$ cat src/verilog/static_memory_controller_pkg.sv
// package: constants and types of the static memory controller
package static_memory_controller_pkg;
    localparam int NUM_CS = 4;
    localparam int ADDR_W = 24;
    localparam int DATA_W = 8;
    localparam int SYS_ADDR_W = 26;
    localparam int TIM_W = 6;
    localparam int PAGE_W = 2;
    // transfer sizes
    localparam logic [1:0] SIZE_BYTE = 2'h0;
    localparam logic [1:0] SIZE_HALF = 2'h1;
    localparam logic [1:0] SIZE_WORD = 2'h2;
    // page size codes: 4, 8, 16, 32 bytes
    localparam logic [1:0] PAGE_4 = 2'h0;
    localparam logic [1:0] PAGE_32 = 2'h3;
    // fixed slow-clock waveform, in cycles
    localparam logic [5:0] SLOW_SETUP = 6'h01;
    localparam logic [5:0] SLOW_PULSE = 6'h01;
    localparam logic [5:0] SLOW_CYCLE = 6'h03;
    // nand latch enables sit on these address bits
    localparam int NAND_ALE_BIT = 22;
    localparam int NAND_CLE_BIT = 21;
    localparam logic [31:0] RESET_RDATA = 32'h0000_0000;
    typedef enum logic [2:0] {
        ST_IDLE = 3'b001,
        ST_RUN = 3'b010,
        ST_DONE = 3'b100
    } smc_state_t;
endpackage : static_memory_controller_pkg

$ cat src/verilog/static_memory_controller.sv
// static memory controller: system request to external byte-wide bus, with nand glue
// Notes on behaviour
// - four selects, 24-bit address, 8-bit data
// - each select decodes its own 16 Mbyte window
// - address driven unchanged, small memories repeat
// - low wait input stretches the current access
// - slow clock mode uses fixed strobe waveforms
// - page mode reads, page 4 to 32 bytes
// - data scrambled with key, no wait states
// - word, halfword and byte transfers accepted
// - per-select setup, pulse, hold and float timing
// - separate active-low read, write, select outputs
// - nand select copies strobes to nand pins
// - nand strobes drop outside nand address space
// - nand mode chosen per chip select
// - A22 and A21 act as latch enables
// - timings counted in whole clocks per select
// - read data latched on strobe or select rise
module static_memory_controller (
    // clock and reset
    input wire logic i_clk_sys,
    input wire logic i_nrst,
    // system request
    input wire logic i_req,
    input wire logic i_we,
    input wire logic [1:0] i_size,
    input wire logic [25:0] i_addr,
    input wire logic [31:0] i_wdata,
    output logic o_ready,
    output logic [31:0] o_rdata,
    // per-select configuration, timings packed as four fields of six bits
    input wire logic [23:0] i_rd_setup,
    input wire logic [23:0] i_rd_pulse,
    input wire logic [23:0] i_cs_rd_setup,
    input wire logic [23:0] i_cs_rd_pulse,
    input wire logic [23:0] i_rd_cycle,
    input wire logic [23:0] i_wr_setup,
    input wire logic [23:0] i_wr_pulse,
    input wire logic [23:0] i_cs_wr_setup,
    input wire logic [23:0] i_cs_wr_pulse,
    input wire logic [23:0] i_wr_cycle,
    input wire logic [23:0] i_float_time,
    input wire logic [3:0] i_read_mode,
    input wire logic [3:0] i_page_en,
    input wire logic [7:0] i_page_size,
    input wire logic [3:0] i_nand_chip_select_config,
    // global configuration
    input wire logic i_slow_clock_mode,
    input wire logic i_scramble_en,
    input wire logic [7:0] i_scramble_key,
    // external pins
    output logic [3:0] o_chip_select_lines_n,
    output logic o_read_strobe_n,
    output logic o_write_strobe_n,
    output logic [23:0] o_addr,
    input wire logic [7:0] i_data,
    output logic [7:0] o_data,
    output logic o_data_oe_n,
    input wire logic i_wait_request_in_n,
    output logic o_nand_chip_select_out_n,
    output logic o_nand_output_enable_n,
    output logic o_nand_write_enable_n,
    output logic o_nand_ale,
    output logic o_nand_cle
);
    static_memory_controller_pkg::smc_state_t state_q;
    static_memory_controller_pkg::smc_state_t state_d;
    logic [1:0] cs_q;
    logic [1:0] cs_d;
    logic we_q;
    logic we_d;
    logic [23:0] addr_q;
    logic [23:0] addr_d;
    logic [31:0] wdata_q;
    logic [31:0] wdata_d;
    logic [31:0] rdata_q;
    logic [31:0] rdata_d;
    logic [1:0] byte_q;
    logic [1:0] byte_d;
    logic [1:0] nbytes_q;
    logic [1:0] nbytes_d;
    logic [5:0] float_q;
    logic [5:0] float_d;
    logic [1:0] float_cs_q;
    logic [1:0] float_cs_d;
    logic page_hit_q;
    logic page_hit_d;
    logic start;
    logic [5:0] t_sset;
    logic [5:0] t_spul;
    logic [5:0] t_cset;
    logic [5:0] t_cpul;
    logic [5:0] t_cyc;
    logic g_busy;
    logic g_last;
    logic g_strb_on;
    logic g_cs_on;
    logic g_strb_rise;
    logic g_cs_rise;
    logic latch_rd;
    logic [7:0] rd_byte;

    function automatic logic [5:0] field(input logic [23:0] v, input logic [1:0] i);
        field = v[6 * i +: 6];
    endfunction : field

    // scrambling is an xor with the key and the byte lane, so it adds no wait state
    function automatic logic [7:0] scram(input logic [7:0] d, input logic en,
                                         input logic [7:0] key, input logic [1:0] lane);
        scram = en ? (d ^ key ^ {6'h00, lane}) : d;
    endfunction : scram

    // page codes 4, 8, 16, 32 bytes give the offset mask width
    function automatic logic same_page(input logic [23:0] a, input logic [23:0] b,
                                       input logic [1:0] code);
        logic [23:0] mask;
        mask = 24'hff_ffff << (3'(code) + 3'h2);
        same_page = (a & mask) == (b & mask);
    endfunction : same_page

    always_comb begin
        // slow clock mode overrides the programmed waveform
        if (i_slow_clock_mode) begin
            t_sset = static_memory_controller_pkg::SLOW_SETUP;
            t_spul = static_memory_controller_pkg::SLOW_PULSE;
            t_cset = static_memory_controller_pkg::SLOW_SETUP;
            t_cpul = static_memory_controller_pkg::SLOW_PULSE;
            t_cyc = static_memory_controller_pkg::SLOW_CYCLE;
        end else if (we_q) begin
            t_sset = field(i_wr_setup, cs_q);
            t_spul = field(i_wr_pulse, cs_q);
            t_cset = field(i_cs_wr_setup, cs_q);
            t_cpul = field(i_cs_wr_pulse, cs_q);
            t_cyc = field(i_wr_cycle, cs_q);
        end else begin
            t_sset = field(i_rd_setup, cs_q);
            t_spul = field(i_rd_pulse, cs_q);
            t_cset = field(i_cs_rd_setup, cs_q);
            t_cpul = field(i_cs_rd_pulse, cs_q);
            t_cyc = field(i_rd_cycle, cs_q);
        end
        // page hit: later bytes of a page read skip the setup phase
        if (page_hit_q && !we_q && !i_slow_clock_mode) begin
            t_sset = 6'h00;
            t_cset = 6'h00;
            t_cyc = (t_spul > t_cpul) ? t_spul : t_cpul;
        end
    end

    smc_strobe_gen u_gen (
        .i_clk_sys(i_clk_sys),
        .i_nrst(i_nrst),
        .i_start(start),
        .i_wait_n(i_wait_request_in_n),
        .i_strb_setup(t_sset),
        .i_strb_pulse(t_spul),
        .i_cs_setup(t_cset),
        .i_cs_pulse(t_cpul),
        .i_cycle(t_cyc),
        .o_busy(g_busy),
        .o_last(g_last),
        .o_strb_on(g_strb_on),
        .o_cs_on(g_cs_on),
        .o_strb_rise(g_strb_rise),
        .o_cs_rise(g_cs_rise)
    );

    assign latch_rd = !we_q && (i_read_mode[cs_q] ? g_strb_rise : g_cs_rise);
    assign rd_byte = scram(i_data, i_scramble_en, i_scramble_key, byte_q);

    always_comb begin
        state_d = state_q;
        cs_d = cs_q;
        we_d = we_q;
        addr_d = addr_q;
        wdata_d = wdata_q;
        rdata_d = rdata_q;
        byte_d = byte_q;
        nbytes_d = nbytes_q;
        float_d = (float_q != 6'h00) ? float_q - 6'h01 : 6'h00;
        float_cs_d = float_cs_q;
        page_hit_d = page_hit_q;
        start = 1'b0;
        if (latch_rd) begin
            rdata_d[8 * byte_q +: 8] = rd_byte;
        end
        unique case (state_q)
            static_memory_controller_pkg::ST_IDLE: begin
                // a new select waits out the float time of the last read
                if (i_req && (float_q == 6'h00 || float_cs_q == i_addr[25:24])) begin
                    cs_d = i_addr[25:24];
                    we_d = i_we;
                    addr_d = i_addr[23:0];
                    wdata_d = i_wdata;
                    byte_d = 2'h0;
                    page_hit_d = 1'b0;
                    unique case (i_size)
                        static_memory_controller_pkg::SIZE_HALF: nbytes_d = 2'h1;
                        static_memory_controller_pkg::SIZE_WORD: nbytes_d = 2'h3;
                        default: nbytes_d = 2'h0;
                    endcase
                    start = 1'b1;
                    state_d = static_memory_controller_pkg::ST_RUN;
                end
            end
            static_memory_controller_pkg::ST_RUN: begin
                if (g_last) begin
                    if (byte_q == nbytes_q) begin
                        state_d = static_memory_controller_pkg::ST_DONE;
                        if (!we_q) begin
                            float_d = field(i_float_time, cs_q);
                            float_cs_d = cs_q;
                        end
                    end else begin
                        byte_d = byte_q + 2'h1;
                        addr_d = addr_q + 24'h00_0001;
                        page_hit_d = i_page_en[cs_q] && same_page(addr_q,
                            addr_q + 24'h00_0001, i_page_size[2 * cs_q +: 2]);
                        start = 1'b1;
                    end
                end
            end
            static_memory_controller_pkg::ST_DONE: begin
                state_d = static_memory_controller_pkg::ST_IDLE;
            end
        endcase
    end

    always_ff @(posedge i_clk_sys or negedge i_nrst) begin
        if (!i_nrst) begin
            state_q <= static_memory_controller_pkg::ST_IDLE;
            cs_q <= 2'h0;
            we_q <= 1'b0;
            addr_q <= 24'h00_0000;
            wdata_q <= 32'h0000_0000;
            rdata_q <= static_memory_controller_pkg::RESET_RDATA;
            byte_q <= 2'h0;
            nbytes_q <= 2'h0;
            float_q <= 6'h00;
            float_cs_q <= 2'h0;
            page_hit_q <= 1'b0;
        end else begin
            state_q <= state_d;
            cs_q <= cs_d;
            we_q <= we_d;
            addr_q <= addr_d;
            wdata_q <= wdata_d;
            rdata_q <= rdata_d;
            byte_q <= byte_d;
            nbytes_q <= nbytes_d;
            float_q <= float_d;
            float_cs_q <= float_cs_d;
            page_hit_q <= page_hit_d;
        end
    end

    // pin drive
    always_comb begin
        o_chip_select_lines_n = 4'hf;
        if (g_busy && g_cs_on) begin
            o_chip_select_lines_n[cs_q] = 1'b0;
        end
        o_read_strobe_n = !(g_busy && g_strb_on && !we_q);
        o_write_strobe_n = !(g_busy && g_strb_on && we_q);
        o_data_oe_n = !(g_busy && we_q);
        o_data = scram(wdata_q[8 * byte_q +: 8], i_scramble_en, i_scramble_key,
                       byte_q);
        // nand glue follows the select configured for nand, per select
        o_nand_chip_select_out_n = !(g_busy && i_nand_chip_select_config[cs_q]
                                     && g_cs_on);
        o_nand_output_enable_n = !(g_busy && i_nand_chip_select_config[cs_q]
                                   && !o_read_strobe_n);
        o_nand_write_enable_n = !(g_busy && i_nand_chip_select_config[cs_q]
                                  && !o_write_strobe_n);
    end

    assign o_addr = addr_q;
    assign o_nand_ale = addr_q[static_memory_controller_pkg::NAND_ALE_BIT];
    assign o_nand_cle = addr_q[static_memory_controller_pkg::NAND_CLE_BIT];
    assign o_ready = (state_q == static_memory_controller_pkg::ST_DONE);
    assign o_rdata = rdata_q;

    AST_ONE_CS: assert property (@(posedge i_clk_sys) disable iff (!i_nrst)
        $countones(~o_chip_select_lines_n) <= 1)
        else $error("more than one select active");
    AST_NAND_OUTSIDE: assert property (@(posedge i_clk_sys) disable iff (!i_nrst)
        !i_nand_chip_select_config[cs_q] |-> (o_nand_output_enable_n &&
        o_nand_write_enable_n))
        else $error("nand strobe outside nand space");
    AST_NAND_COPY: assert property (@(posedge i_clk_sys) disable iff (!i_nrst)
        (i_nand_chip_select_config[cs_q] && g_busy) |->
        (o_nand_output_enable_n == o_read_strobe_n))
        else $error("nand output enable not copied");
    AST_NO_RW: assert property (@(posedge i_clk_sys) disable iff (!i_nrst)
        !(!o_read_strobe_n && !o_write_strobe_n))
        else $error("read and write strobes together");
    AST_LATCH: assert property (@(posedge i_clk_sys) disable iff (!i_nrst)
        latch_rd |=> (rdata_q[8 * $past(byte_q) +: 8] == $past(rd_byte)))
        else $error("read byte not latched");
    AST_ADDR_STEP: assert property (@(posedge i_clk_sys) disable iff (!i_nrst)
        (state_q == static_memory_controller_pkg::ST_RUN && g_last && byte_q != nbytes_q)
        |=> (o_addr == $past(o_addr) + 24'h00_0001))
        else $error("address did not step");
    AST_WR_DATA: assert property (@(posedge i_clk_sys) disable iff (!i_nrst)
        !o_write_strobe_n |-> (!o_data_oe_n))
        else $error("data not driven during write");
    AST_WAIT_STRETCH: assert property (@(posedge i_clk_sys) disable iff (!i_nrst)
        (g_busy && !i_wait_request_in_n && !o_read_strobe_n) |=>
        (state_q == static_memory_controller_pkg::ST_RUN))
        else $error("access ended during wait");
    AST_DONE_PULSE: assert property (@(posedge i_clk_sys) disable iff (!i_nrst)
        o_ready |=> !o_ready)
        else $error("ready held two cycles");
    CVR_READ: cover property (@(posedge i_clk_sys) o_ready && !we_q);
    CVR_WORD_WRITE: cover property (@(posedge i_clk_sys) o_ready && we_q && nbytes_q == 2'h3);
    CVR_NAND: cover property (@(posedge i_clk_sys) !o_nand_write_enable_n);
    CVR_PAGE: cover property (@(posedge i_clk_sys) page_hit_q && g_busy);
endmodule : static_memory_controller

$ cat src/verilog/smc_strobe_gen.sv
// strobe generator: one byte cycle of strobes from setup, pulse and cycle counts
module smc_strobe_gen (
    // clock and reset
    input wire logic i_clk_sys,
    input wire logic i_nrst,
    // control
    input wire logic i_start,
    input wire logic i_wait_n,
    input wire logic [5:0] i_strb_setup,
    input wire logic [5:0] i_strb_pulse,
    input wire logic [5:0] i_cs_setup,
    input wire logic [5:0] i_cs_pulse,
    input wire logic [5:0] i_cycle,
    // status
    output logic o_busy,
    output logic o_last,
    output logic o_strb_on,
    output logic o_cs_on,
    output logic o_strb_rise,
    output logic o_cs_rise
);
    logic [5:0] cnt_q;
    logic [5:0] cnt_d;
    logic busy_q;
    logic busy_d;
    logic strb_in;
    logic cs_in;
    logic stretch;

    function automatic logic in_win(input logic [5:0] c, input logic [5:0] s,
                                    input logic [5:0] p);
        in_win = (c >= s) && (c < 6'(s + p));
    endfunction : in_win

    always_comb begin
        strb_in = in_win(cnt_q, i_strb_setup, i_strb_pulse);
        cs_in = in_win(cnt_q, i_cs_setup, i_cs_pulse);
        // hold the last pulse cycle while the device requests wait
        stretch = !i_wait_n && ((cnt_q == 6'(i_strb_setup + i_strb_pulse - 6'h01)) ||
                  (cnt_q == 6'(i_cs_setup + i_cs_pulse - 6'h01)));
        o_strb_rise = busy_q && !stretch &&
                      (cnt_q == 6'(i_strb_setup + i_strb_pulse - 6'h01));
        o_cs_rise = busy_q && !stretch &&
                    (cnt_q == 6'(i_cs_setup + i_cs_pulse - 6'h01));
        o_last = busy_q && !stretch && (cnt_q >= 6'(i_cycle - 6'h01));
        cnt_d = cnt_q;
        busy_d = busy_q;
        if (i_start) begin
            busy_d = 1'b1;
            cnt_d = 6'h00;
        end else if (busy_q && !stretch) begin
            if (o_last) begin
                busy_d = 1'b0;
            end else begin
                cnt_d = cnt_q + 6'h01;
            end
        end
    end

    always_ff @(posedge i_clk_sys or negedge i_nrst) begin
        if (!i_nrst) begin
            cnt_q <= 6'h00;
            busy_q <= 1'b0;
        end else begin
            cnt_q <= cnt_d;
            busy_q <= busy_d;
        end
    end

    assign o_busy = busy_q;
    assign o_strb_on = busy_q && strb_in;
    assign o_cs_on = busy_q && cs_in;

    AST_WAIT_HOLDS: assert property (@(posedge i_clk_sys) disable iff (!i_nrst)
        (busy_q && stretch) |=> (cnt_q == $past(cnt_q)))
        else $error("count moved during wait");
    AST_CYCLE_LEN: assert property (@(posedge i_clk_sys) disable iff (!i_nrst)
        o_last |-> (cnt_q >= 6'(i_cycle - 6'h01)))
        else $error("cycle ended early");
endmodule : smc_strobe_gen

$ cat config.mk
export PLATFORM = sky130hd
export DESIGN_NAME = static_memory_controller
export DESIGN_NICKNAME = d
export VERILOG_FILES = /design/src/verilog/static_memory_controller_pkg.sv /design/src/verilog/static_memory_controller.sv /design/src/verilog/smc_strobe_gen.sv
export SDC_FILE = /design/constraint.sdc
export NUM_CORES = 1
export LEC_CHECK = 0
export BUFFER_PORTS_ARGS = -buffer_cell sky130_fd_sc_hd__buf_2
export CAP_MARGIN = 30
export CORE_AREA = 2 2 171 173
export CTS_CLUSTER_SIZE = 16
export DETAILED_ROUTE_END_ITERATION = 7
export DIE_AREA = 0 0 173 175
export GPL_ROUTABILITY_DRIVEN = 0
export SYNTH_ARGS = -nofsm -noshare
export SYNTH_HDL_FRONTEND = slang
export SYNTH_SLANG_ARGS = --single-unit
$ cat constraint.sdc
create_clock -name i_clk_sys -period 13.5 [get_ports i_clk_sys]
set_clock_uncertainty 0.1 [all_clocks]
set_input_delay 3.375 -clock i_clk_sys [delete_from_list [all_inputs] [get_ports i_clk_sys]]
set_output_delay 3.375 -clock i_clk_sys [all_outputs]
set_load 0.01 [all_outputs]
* Word level (Yosys, flattened, before mapping)
Index checks and enable logic that the tools add are counted.
** Storage, ports and cells
- Output and inout port bits :: 77
- Latch bits :: 0
- Memory bits (writable) :: 0
- ROM bits :: 0
- Memories :: 0
- Register bits after elaboration :: 114
- Bits of input ports :: 367
** Operators by class
- $lt $le $gt $ge :: 8
- $add $sub $neg :: 11
- Multipliers :: 1
- Shift operators :: 16
- Div/mod/pow operators :: 0
- Muxes and demuxes :: 59
- Equal/unequal tests :: 15
- Reductions and logical operators :: 47
- Bitwise operators :: 8
** Operators by type and width (count)
- $shiftx 24x6->6 :: 11
- $mux 6 :: 22
- $mux 24 :: 3
- $and 24x24->24 :: 2
- $pmux 24 s2 :: 1
- $neg 5->34 :: 1
- $shift 8x34->32 const A :: 1
- $shiftx 8x34->32 :: 1
- $bwmux 32 :: 1
- $shiftx 32x6->8 :: 1
- $add 24x1->24 const B :: 1
- $eq 24x24->1 :: 1
- $logic_and 1x1->1 :: 24
- $shl 24x3->24 const A :: 1
- $sub 6x1->6 const B :: 4
- $ge 6x6->1 :: 3
- $mux 8 :: 2
- $xor 8x2->8 :: 2
- $xor 8x8->8 :: 2
- $mux 1 :: 14
- $add 6x6->6 :: 2
- $eq 6x6->1 :: 2
- $lt 6x6->1 :: 2
- $logic_not 1->1 :: 10
- 32 further kinds :: 51

* Depth between registers and ports, before layout
Gate-level depths: netlist (run 1).
- Depth after elaboration :: 17
- Gate-level depth with buffers :: 28
- Mapped depth without buffers :: 23

* Hierarchy
A second synthesis (run 1) with hierarchy kept.
** Second synthesis, totals
- Cells, all modules :: 993
- Area, all modules :: 10157.2 µm²
** By module, submodules not included
- static_memory_controller :: times used 1, cells an instance 764, seq. area each 2678.8 µm², area an instance 8220.4 µm²
- smc_strobe_gen :: times used 1, cells an instance 229, seq. area each 175.2 µm², area an instance 1936.9 µm²

* Least setup slack after synthesis (run 1)
Ideal clock, no wire load.
- Path kind :: input port to output port
- Start point :: input port i_slow_clock_mode
- End point :: output port o_nand_write_enable_n
- Required time :: 10.025 ns
- Setup slack :: 3.162 ns
- Cell stages on the path :: 18
- Buffers on the path :: 3
- Arrival :: 6.863 ns
- Cell sequence :: clkbuf_1 > or3b_1 > clkbuf_1 > and2_1 > clkbuf_1 > nand2_1 > inv_1 > ha_1 > a21oi_1 > nor3_1 > or4_1 > nand2_1 > ha_1 > nor2b_1 > o21ai_0 > nor4bb_1 > and2_1 > nand3_1
** On the way
- Longest elaborated chain between the ends :: 11
** Ends and longest elaborated chain
- start: declaration :: line static_memory_controller.sv:48 : input wire logic i_slow_clock_mode,
- $logic_not 1->1 :: line static_memory_controller.sv:143 : if (page_hit_q && !we_q && !i_slow_clock_mode) begin
- $logic_and 1x1->1 :: line static_memory_controller.sv:143
- $mux 6 :: line static_memory_controller.sv:143
- $add 6x6->6 :: line smc_strobe_gen.sv:32 : in_win = (c >= s) && (c < 6'(s + p));
- $lt 6x6->1 :: line smc_strobe_gen.sv:32
- $logic_and 1x1->1 (*) :: line smc_strobe_gen.sv:32
- $logic_and 1x1->1 (*) :: line smc_strobe_gen.sv:71 : assign o_strb_on = busy_q && strb_in;
- $logic_and 1x1->1 (*) (2 in series) :: line static_memory_controller.sv:264 : o_write_strobe_n = !(g_busy && g_strb_on && we_q);
- $logic_and 1x1->1 (*) :: line static_memory_controller.sv:274 : && !o_write_strobe_n);
- $logic_not 1->1 (*) :: line static_memory_controller.sv:273 : o_nand_write_enable_n = !(g_busy && i_nand_chip_select_config[cs_q]
- end: declaration :: line static_memory_controller.sv:62 : output logic o_nand_write_enable_n,
Mark *: on every way between the ends. The rest lies on a longest branch, timed or not.

* Final worst setup path (run 1)
Same ends and word-level chain as after synthesis.

==> impl_metrics.env, run 1 <==
export IMPL_outcome="finished, final reports clean"
export IMPL_postRouteAntennaNets=0
export IMPL_async_flop_share=1.00
export IMPL_ios=444
export IMPL_tightest_slew_ps=913
export IMPL_crit_fanout=19
export IMPL_leakagePower_nw=6.40
export IMPL_yosysMostFrequentCell="dfrtp_1"
export IMPL_clockBufferDepth=2
export IMPL_post_dp_hpwl_um=26900
export IMPL_num_rows=62
export IMPL_worstSetupPathType="in -> out"
export IMPL_drcViolationCount=0
export IMPL_synth_nets=1357
export IMPL_startpoint_type="primary input"
export IMPL_relSlewSlack=0.386
export IMPL_gr_usage_all_layers=0.213
export IMPL_slowest_stage="or3b_1"
export IMPL_cts_resized=0
export IMPL_endpoint_kind="output port"
export IMPL_synth_top_area_cell="dfrtp_1"
export IMPL_synth_ff_type="dfrtp_1"
export IMPL_setup_viol=0
export IMPL_ys_seq_area_frac=0.290
export IMPL_syn_area_per_cell_um2=10.6
export IMPL_grt_overflow=0
export IMPL_syn2layout_area_growth_pct=32.2
export IMPL_drt_first_pass_iters=5
export IMPL_drv_cap=0
export IMPL_post_route_min_period_ps=10940
export IMPL_finalWirelength_um=32700
export IMPL_h_tree_depth=4
export IMPL_root_buffer="clkbuf_16"
export IMPL_synth_cells=932
export IMPL_fin_area_um2=13000
export IMPL_clk_pin_slew_worst_paths_ps=50
export IMPL_critPathMaxStageDelay_ps=500
export IMPL_clk_latency_ps=420
export IMPL_fillers=2758
export IMPL_rsz0062_at_grt="no"
export IMPL_yosysTopAreaCellShare=0.287
export IMPL_coreArea_um2=28400
export IMPL_hp_class="reg -> reg"
export IMPL_layout_drive_gt1_share=0.489
export IMPL_fin_crit_sh=0.810
export IMPL_synthDistinctLibCells=67
export IMPL_die_area_um2=30300
export IMPL_ir_drop_mv=0.0808
export IMPL_die_h_um=175
export IMPL_wl_per_cell_um=18.6
export IMPL_dr_total_vias=8959
export IMPL_yosys_top_cells_area="dfrtp_1 29%, mux4_2 18%, mux2_2 9.3%"
export IMPL_antenna_found_initial=8
export IMPL_synth_common_cells="113 x dfrtp_1, 81 x mux2_2, 81 x nand2_1, 78 x mux4_2, 66 x nor2_1"
export IMPL_cts_tree="built"
export IMPL_nets=1776
export IMPL_post_cts_buffers=0
export IMPL_arrival_ps=7470
export IMPL_placed_cell_area_um2=12400
export IMPL_die_w_um=173
export IMPL_path_cells="buf_2 > or3b_1 > and2_1 > nand2_1 > inv_1 > ha_1 > a21oi_1 > nand2_1 > a41oi_1 > o31ai_1 > xor2_1 > ha_1 > o21ai_0 > nor4bb_1 > and2_1 > nand3_1 > buf_2"
export IMPL_drt_initial_drc_count=440
export IMPL_portBuffers=443
export IMPL_synth_edf_count=0
export IMPL_ys_ff_latch=114
export IMPL_yosys_warnings=0
export IMPL_viasPerCell=5.10
export IMPL_grt_pass1_vias=9225
export IMPL_grt_max_degree=60
export IMPL_worst_ep_required_time_ps=10020
export IMPL_initial_core_util=0.347
export IMPL_hold_viol=0
export IMPL_cts_sinks=114
export IMPL_syn_area_um2=9840
export IMPL_setup_tns_ps=0
export IMPL_max_freq_mhz=91.4
export IMPL_power_density_nw_per_um2=146
export IMPL_slew_violations=0
export IMPL_cts_hold_buf=0
export IMPL_cts_buffers=17
export IMPL_grt_pass1_wl_um=50500
## cells in the final DEF (no fill, tap or decap), types with 9 or more instances in the layout
| cell type | instances |
|---|---|
| nor2_1 | 66 |
| ha_1 | 56 |
| xor2_1 | 22 |
| dfrtp_1 | 110 |
| xnor2_1 | 30 |
| mux2i_1 | 31 |
| nand2_1 | 81 |
| mux4_2 | 78 |
| nor2b_1 | 10 |
| nor3_1 | 10 |
| mux2_2 | 81 |
| a21oi_1 | 62 |
| mux2_1 | 9 |
| o21ai_0 | 37 |
| nand3_1 | 27 |
| clkbuf_16 | 17 |
| nand2b_1 | 15 |
| inv_1 | 40 |
| buf_2 | 443 |
| o22ai_1 | 14 |
## cell type report
type	instances	area (um^2)	area share
Antenna cell	7	17.5	0.00135
Clock buffer	18	429	0.0330
Clock inverter	14	154	0.0118
Inverter	40	150	0.0115
Multi-Input combinational cell	726	6600	0.508
Sequential cell	114	2870	0.220
Tap cell	384	480	0.0369
Timing Repair Buffer	452	2300	0.177
## power by group
| group | internal (mW) | switching [mW] |
|---|---|---|
| clock network | 0.273 | 0.169 |
| registers | 0.415 | 0.120 |
| logic | 0.455 | 0.469 |
| total | 1.14 | 0.758 |
## worst max-delay path: cells and delay by family
family	cells	cell delay, ps
fa+ha+maj	2	620
xor+xnor	1	310
buf+inv	3	450
compound gates	4	630
simple gates	7	2050
## metal layers
layer,wire [um],vias up,track usage
li1,-,4293,-
met1,13200,4311,0.250
met2,16800,309,0.384
met3,1490,44,0.0339
met4,1130,2,0.0960
met5,17,-,0
## state kept, by name, summed over array words and instances (netlist names)
register	flops
o_rdata	32
wdata_q	32
o_addr	24
float_q	6
u_gen.cnt_q	6
state_q	3
byte_q	2
cs_q	2
float_cs_q	2
nbytes_q	2
page_hit_q	1
u_gen.o_busy	1
we_q	1
## path summary, 6_finish.rpt
check                           slack, ps         startpoint  depth (start not counted)                     to
worst max-delay path                 2560  i_slow_clock_mode                         17  o_nand_write_enable_n
worst min-delay path                  360         state_q[1]                          1             state_q[0]
worst max register to register       6780               we_q                         23         u_gen.cnt_q[3]
worst min register to register        360         state_q[1]                          1             state_q[0]
max in group asynchronous            9430             i_nrst                          3            wdata_q[12]
min in group asynchronous            2810             i_nrst                          1             o_addr[10]
## logic make-up (layout without fill, tap and decap cells)
family / after synthesis / in the layout / synth area share
AOI/OAI and AO/OA: 148 / 148 / 0.0880
xor gates and xnor gates: 54 / 54 / 0.0510
adders and majority gates: 58 / 58 / 0.0753
buffers and inverters: 92 / 524 / 0.0401
DFF: 114 / 114 / 0.290
muxes: 202 / 202 / 0.318
other: 0 / 7 / 0
and+or+nand+nor: 264 / 264 / 0.137
## metrics by stage
step           hold WS [ps]  cells  total power [mW]  utilization  worst slack, ps
2_1_floorplan           321    932              1.19            -             3160
3_3_place_gp            360   1714              1.45        0.436             2460
3_5_place_dp            365   1716              1.47        0.437             2570
4_1_cts                 368   1748              1.92        0.457             2570
5_1_grt                 396   1755              2.06        0.458             2270
6_report                358   1755              1.90        0.458             2560
No activity file was read; power rests on OpenSTA's default activity.
==> inputs of run 2 (changes only) <==
--- a/config.mk
+++ b/config.mk
@@ -5,12 +5,13 @@
 export SDC_FILE = /design/constraint.sdc
 export NUM_CORES = 1
 export LEC_CHECK = 0
+export ABC_AREA = 1
 export BUFFER_PORTS_ARGS = -buffer_cell sky130_fd_sc_hd__buf_2
 export CAP_MARGIN = 30
-export CORE_AREA = 2 2 171 173
+export CORE_AREA = 2 2 172 174
 export CTS_CLUSTER_SIZE = 16
 export DETAILED_ROUTE_END_ITERATION = 7
-export DIE_AREA = 0 0 173 175
+export DIE_AREA = 0 0 174 176
 export GPL_ROUTABILITY_DRIVEN = 0
 export SYNTH_ARGS = -nofsm -noshare
 export SYNTH_HDL_FRONTEND = slang
==> constraint.sdc (replaced) <==
create_clock -name i_clk_sys -period 10.14 [get_ports i_clk_sys]
set_clock_uncertainty 0.1 [all_clocks]
set_input_delay 2.535 -clock i_clk_sys [delete_from_list [all_inputs] [get_ports i_clk_sys]]
set_output_delay 2.535 -clock i_clk_sys [all_outputs]
set_load 0.01 [all_outputs]
==> impl_metrics.env, run 2 <==
export IMPL_drt_first_pass_iters=5
export IMPL_cts_tree="built"
export IMPL_gr_usage_all_layers=0.262
export IMPL_grt_pass1_vias=11746
export IMPL_endpoint_kind="output port"
export IMPL_finalWirelength_um=40800
export IMPL_cts_hold_buf=0
export IMPL_die_h_um=176
export IMPL_grt_pass1_wl_um=62800
export IMPL_setup_tns_ps=0
export IMPL_yosys_top_cells_area="dfrtp_1 27%, nand2_1 13%, nor2_1 8.6%"
export IMPL_drcViolationCount=0
export IMPL_num_rows=62
export IMPL_setup_viol=0
export IMPL_arrival_ps=6360
export IMPL_yosysMostFrequentCell="nand2_1"
export IMPL_postRouteAntennaNets=0
export IMPL_worst_ep_required_time_ps=7510
export IMPL_max_freq_mhz=111
export IMPL_fillers=3088
export IMPL_layout_commonest_cell="buf_2"
export IMPL_hp_start="o_rdata[7]"
export IMPL_place_inst=2352
export IMPL_crit_fanout=13
export IMPL_dr_total_vias=12234
export IMPL_power_density_nw_per_um2=328
export IMPL_wl_per_cell_um=17.0
export IMPL_startpoint_type="primary input"
export IMPL_clk_latency_ps=420
export IMPL_syn_area_per_cell_um2=6.62
export IMPL_die_area_um2=30600
export IMPL_nets=2413
export IMPL_fin_crit_sh=0.887
export IMPL_portBuffers=443
export IMPL_tightest_slew_ps=974
export IMPL_synthDistinctLibCells=59
export IMPL_antenna_found_initial=12
export IMPL_setup_worst_path_start="i_slow_clock_mode"
export IMPL_outcome="finished, final reports clean"
export IMPL_root_buffer="clkbuf_16"
export IMPL_yosysTopAreaCellShare=0.269
export IMPL_setup_ws_ps=1140
export IMPL_synth_common_cells="352 x nand2_1, 240 x nor2_1, 153 x inv_1, 139 x o21ai_0, 113 x dfrtp_1"
export IMPL_coreArea_um2=28500
export IMPL_post_route_min_period_ps=9000
export IMPL_cts_sinks=114
export IMPL_slew_violations=0
export IMPL_syn2layout_area_growth_pct=29.2
export IMPL_final_cell_mix="442 x buf_2, 352 x nand2_1, 240 x nor2_1, 153 x inv_1, 139 x o21ai_0"
export IMPL_hp_class="reg -> reg"
export IMPL_layout_drive_gt1_share=0.295
export IMPL_multiInputGateArea_um2=6650
export IMPL_rsz0062_at_grt="no"
export IMPL_synth_ff_type="dfrtp_1"
export IMPL_relSlewSlack=0.350
export IMPL_fin_area_um2=13600
export IMPL_yosys_warnings=0
export IMPL_viasPerCell=5.11
export IMPL_die_w_um=174
export IMPL_cts_resized=0
export IMPL_ys_ff_latch=114
export IMPL_h_tree_depth=4
export IMPL_ios=444
export IMPL_post_cts_buffers=0
export IMPL_synth_edf_count=0
export IMPL_worstSetupPathType="in -> out"
export IMPL_drt_initial_drc_count=819
export IMPL_ys_seq_area_frac=0.271
export IMPL_synth_nets=2013
export IMPL_leakagePower_nw=7.32
export IMPL_post_dp_hpwl_um=31600
export IMPL_pre_cts_slack_ps=1170
export IMPL_final_cells=2393
export IMPL_initial_core_util=0.368
export IMPL_cts_buffers=17
export IMPL_syn_area_um2=10500
export IMPL_r2r_start="we_q"
export IMPL_synth_top_area_cell="dfrtp_1"
export IMPL_regArea_um2=2860
export IMPL_clk_pin_slew_worst_paths_ps=60
export IMPL_clockBufferDepth=2
export IMPL_hold_viol=0
export IMPL_placed_cell_area_um2=13000
export IMPL_drv_cap=0
export IMPL_synth_cells=1588
export IMPL_grt_overflow=0
export IMPL_grt_max_degree=90
export IMPL_ir_drop_mv=0.186
export IMPL_async_flop_share=1.00
-- run 2: worst paths after layout --
check,end,slack [ps],depth (start not counted)
min,o_rdata[7],360,2
min reg2reg,o_rdata[7],360,2
max reg2reg,o_addr[22],3010,31
min in group asynchronous,o_rdata[6],2090,1
max in group asynchronous,we_q,6500,2
max,o_nand_output_enable_n,1140,19
-- run 2: kinds of logic (layout without fill, tap and decap cells) --
kind of cell | count (synthesis) | count (layout) | synth area share
multiplexers | 33 | 33 | 0.0353
XOR/XNOR | 46 | 46 | 0.0390
flip-flops | 114 | 114 | 0.271
other | 0 | 8 | 0
adder cells (fa/ha/maj) | 58 | 58 | 0.0704
buffers and inverters | 252 | 665 | 0.0976
AND/OR/NAND/NOR | 774 | 774 | 0.312
AO/OA/AOI/OAI | 311 | 311 | 0.174
-- run 2: report_power, final --
| part | internal, mW | switching, mW |
|---|---|---|
| clock network | 0.352 | 0.241 |
| registers | 0.614 | 0.204 |
| logic | 1.10 | 1.94 |
| total | 2.06 | 2.39 |
-- run 2: layout make-up --
type | instances | area share
tap | 384 | 0.0354
timing repair buffer | 460 | 0.172
clock inverter | 14 | 0.0105
sequential | 114 | 0.210
multi-input combinational | 1222 | 0.490
inverter | 173 | 0.0479
antenna | 8 | 0.00147
clock buffer | 18 | 0.0323
-- run 2: routing by layer --
metal	vias to the layer above	routed length, um	track usage
li1	6039	-	-
met1	5609	17200	0.341
met2	512	18900	0.429
met3	70	3640	0.0629
met4	4	1030	0.0837
met5	-	23	0
-- run 2: metrics by stage --
step / util / power [mW] / hold slack (ps)
final: 0.476 / 4.45 / 364
after global routing: 0.476 / 4.91 / 402
after CTS: 0.475 / 4.45 / 369
after detailed placement: 0.455 / 3.84 / 354
after global placement: 0.454 / 3.80 / 351
after floorplan: - / 2.96 / 361
-- run 2: worst max-delay path, stage by stage --
cell and delay, ps:
buf_2 180, inv_1 350, o21ai_0 150, nor3_1 530, inv_1 100, ha_1 220
inv_1 70, fa_1 460, ha_1 290, inv_1 50, nor2_1 30, o21a_1 160
o21a_1 160, o21a_1 160, o21a_1 170, a2111oi_1 310, buf_4 220, nand3_1 60
buf_2 170
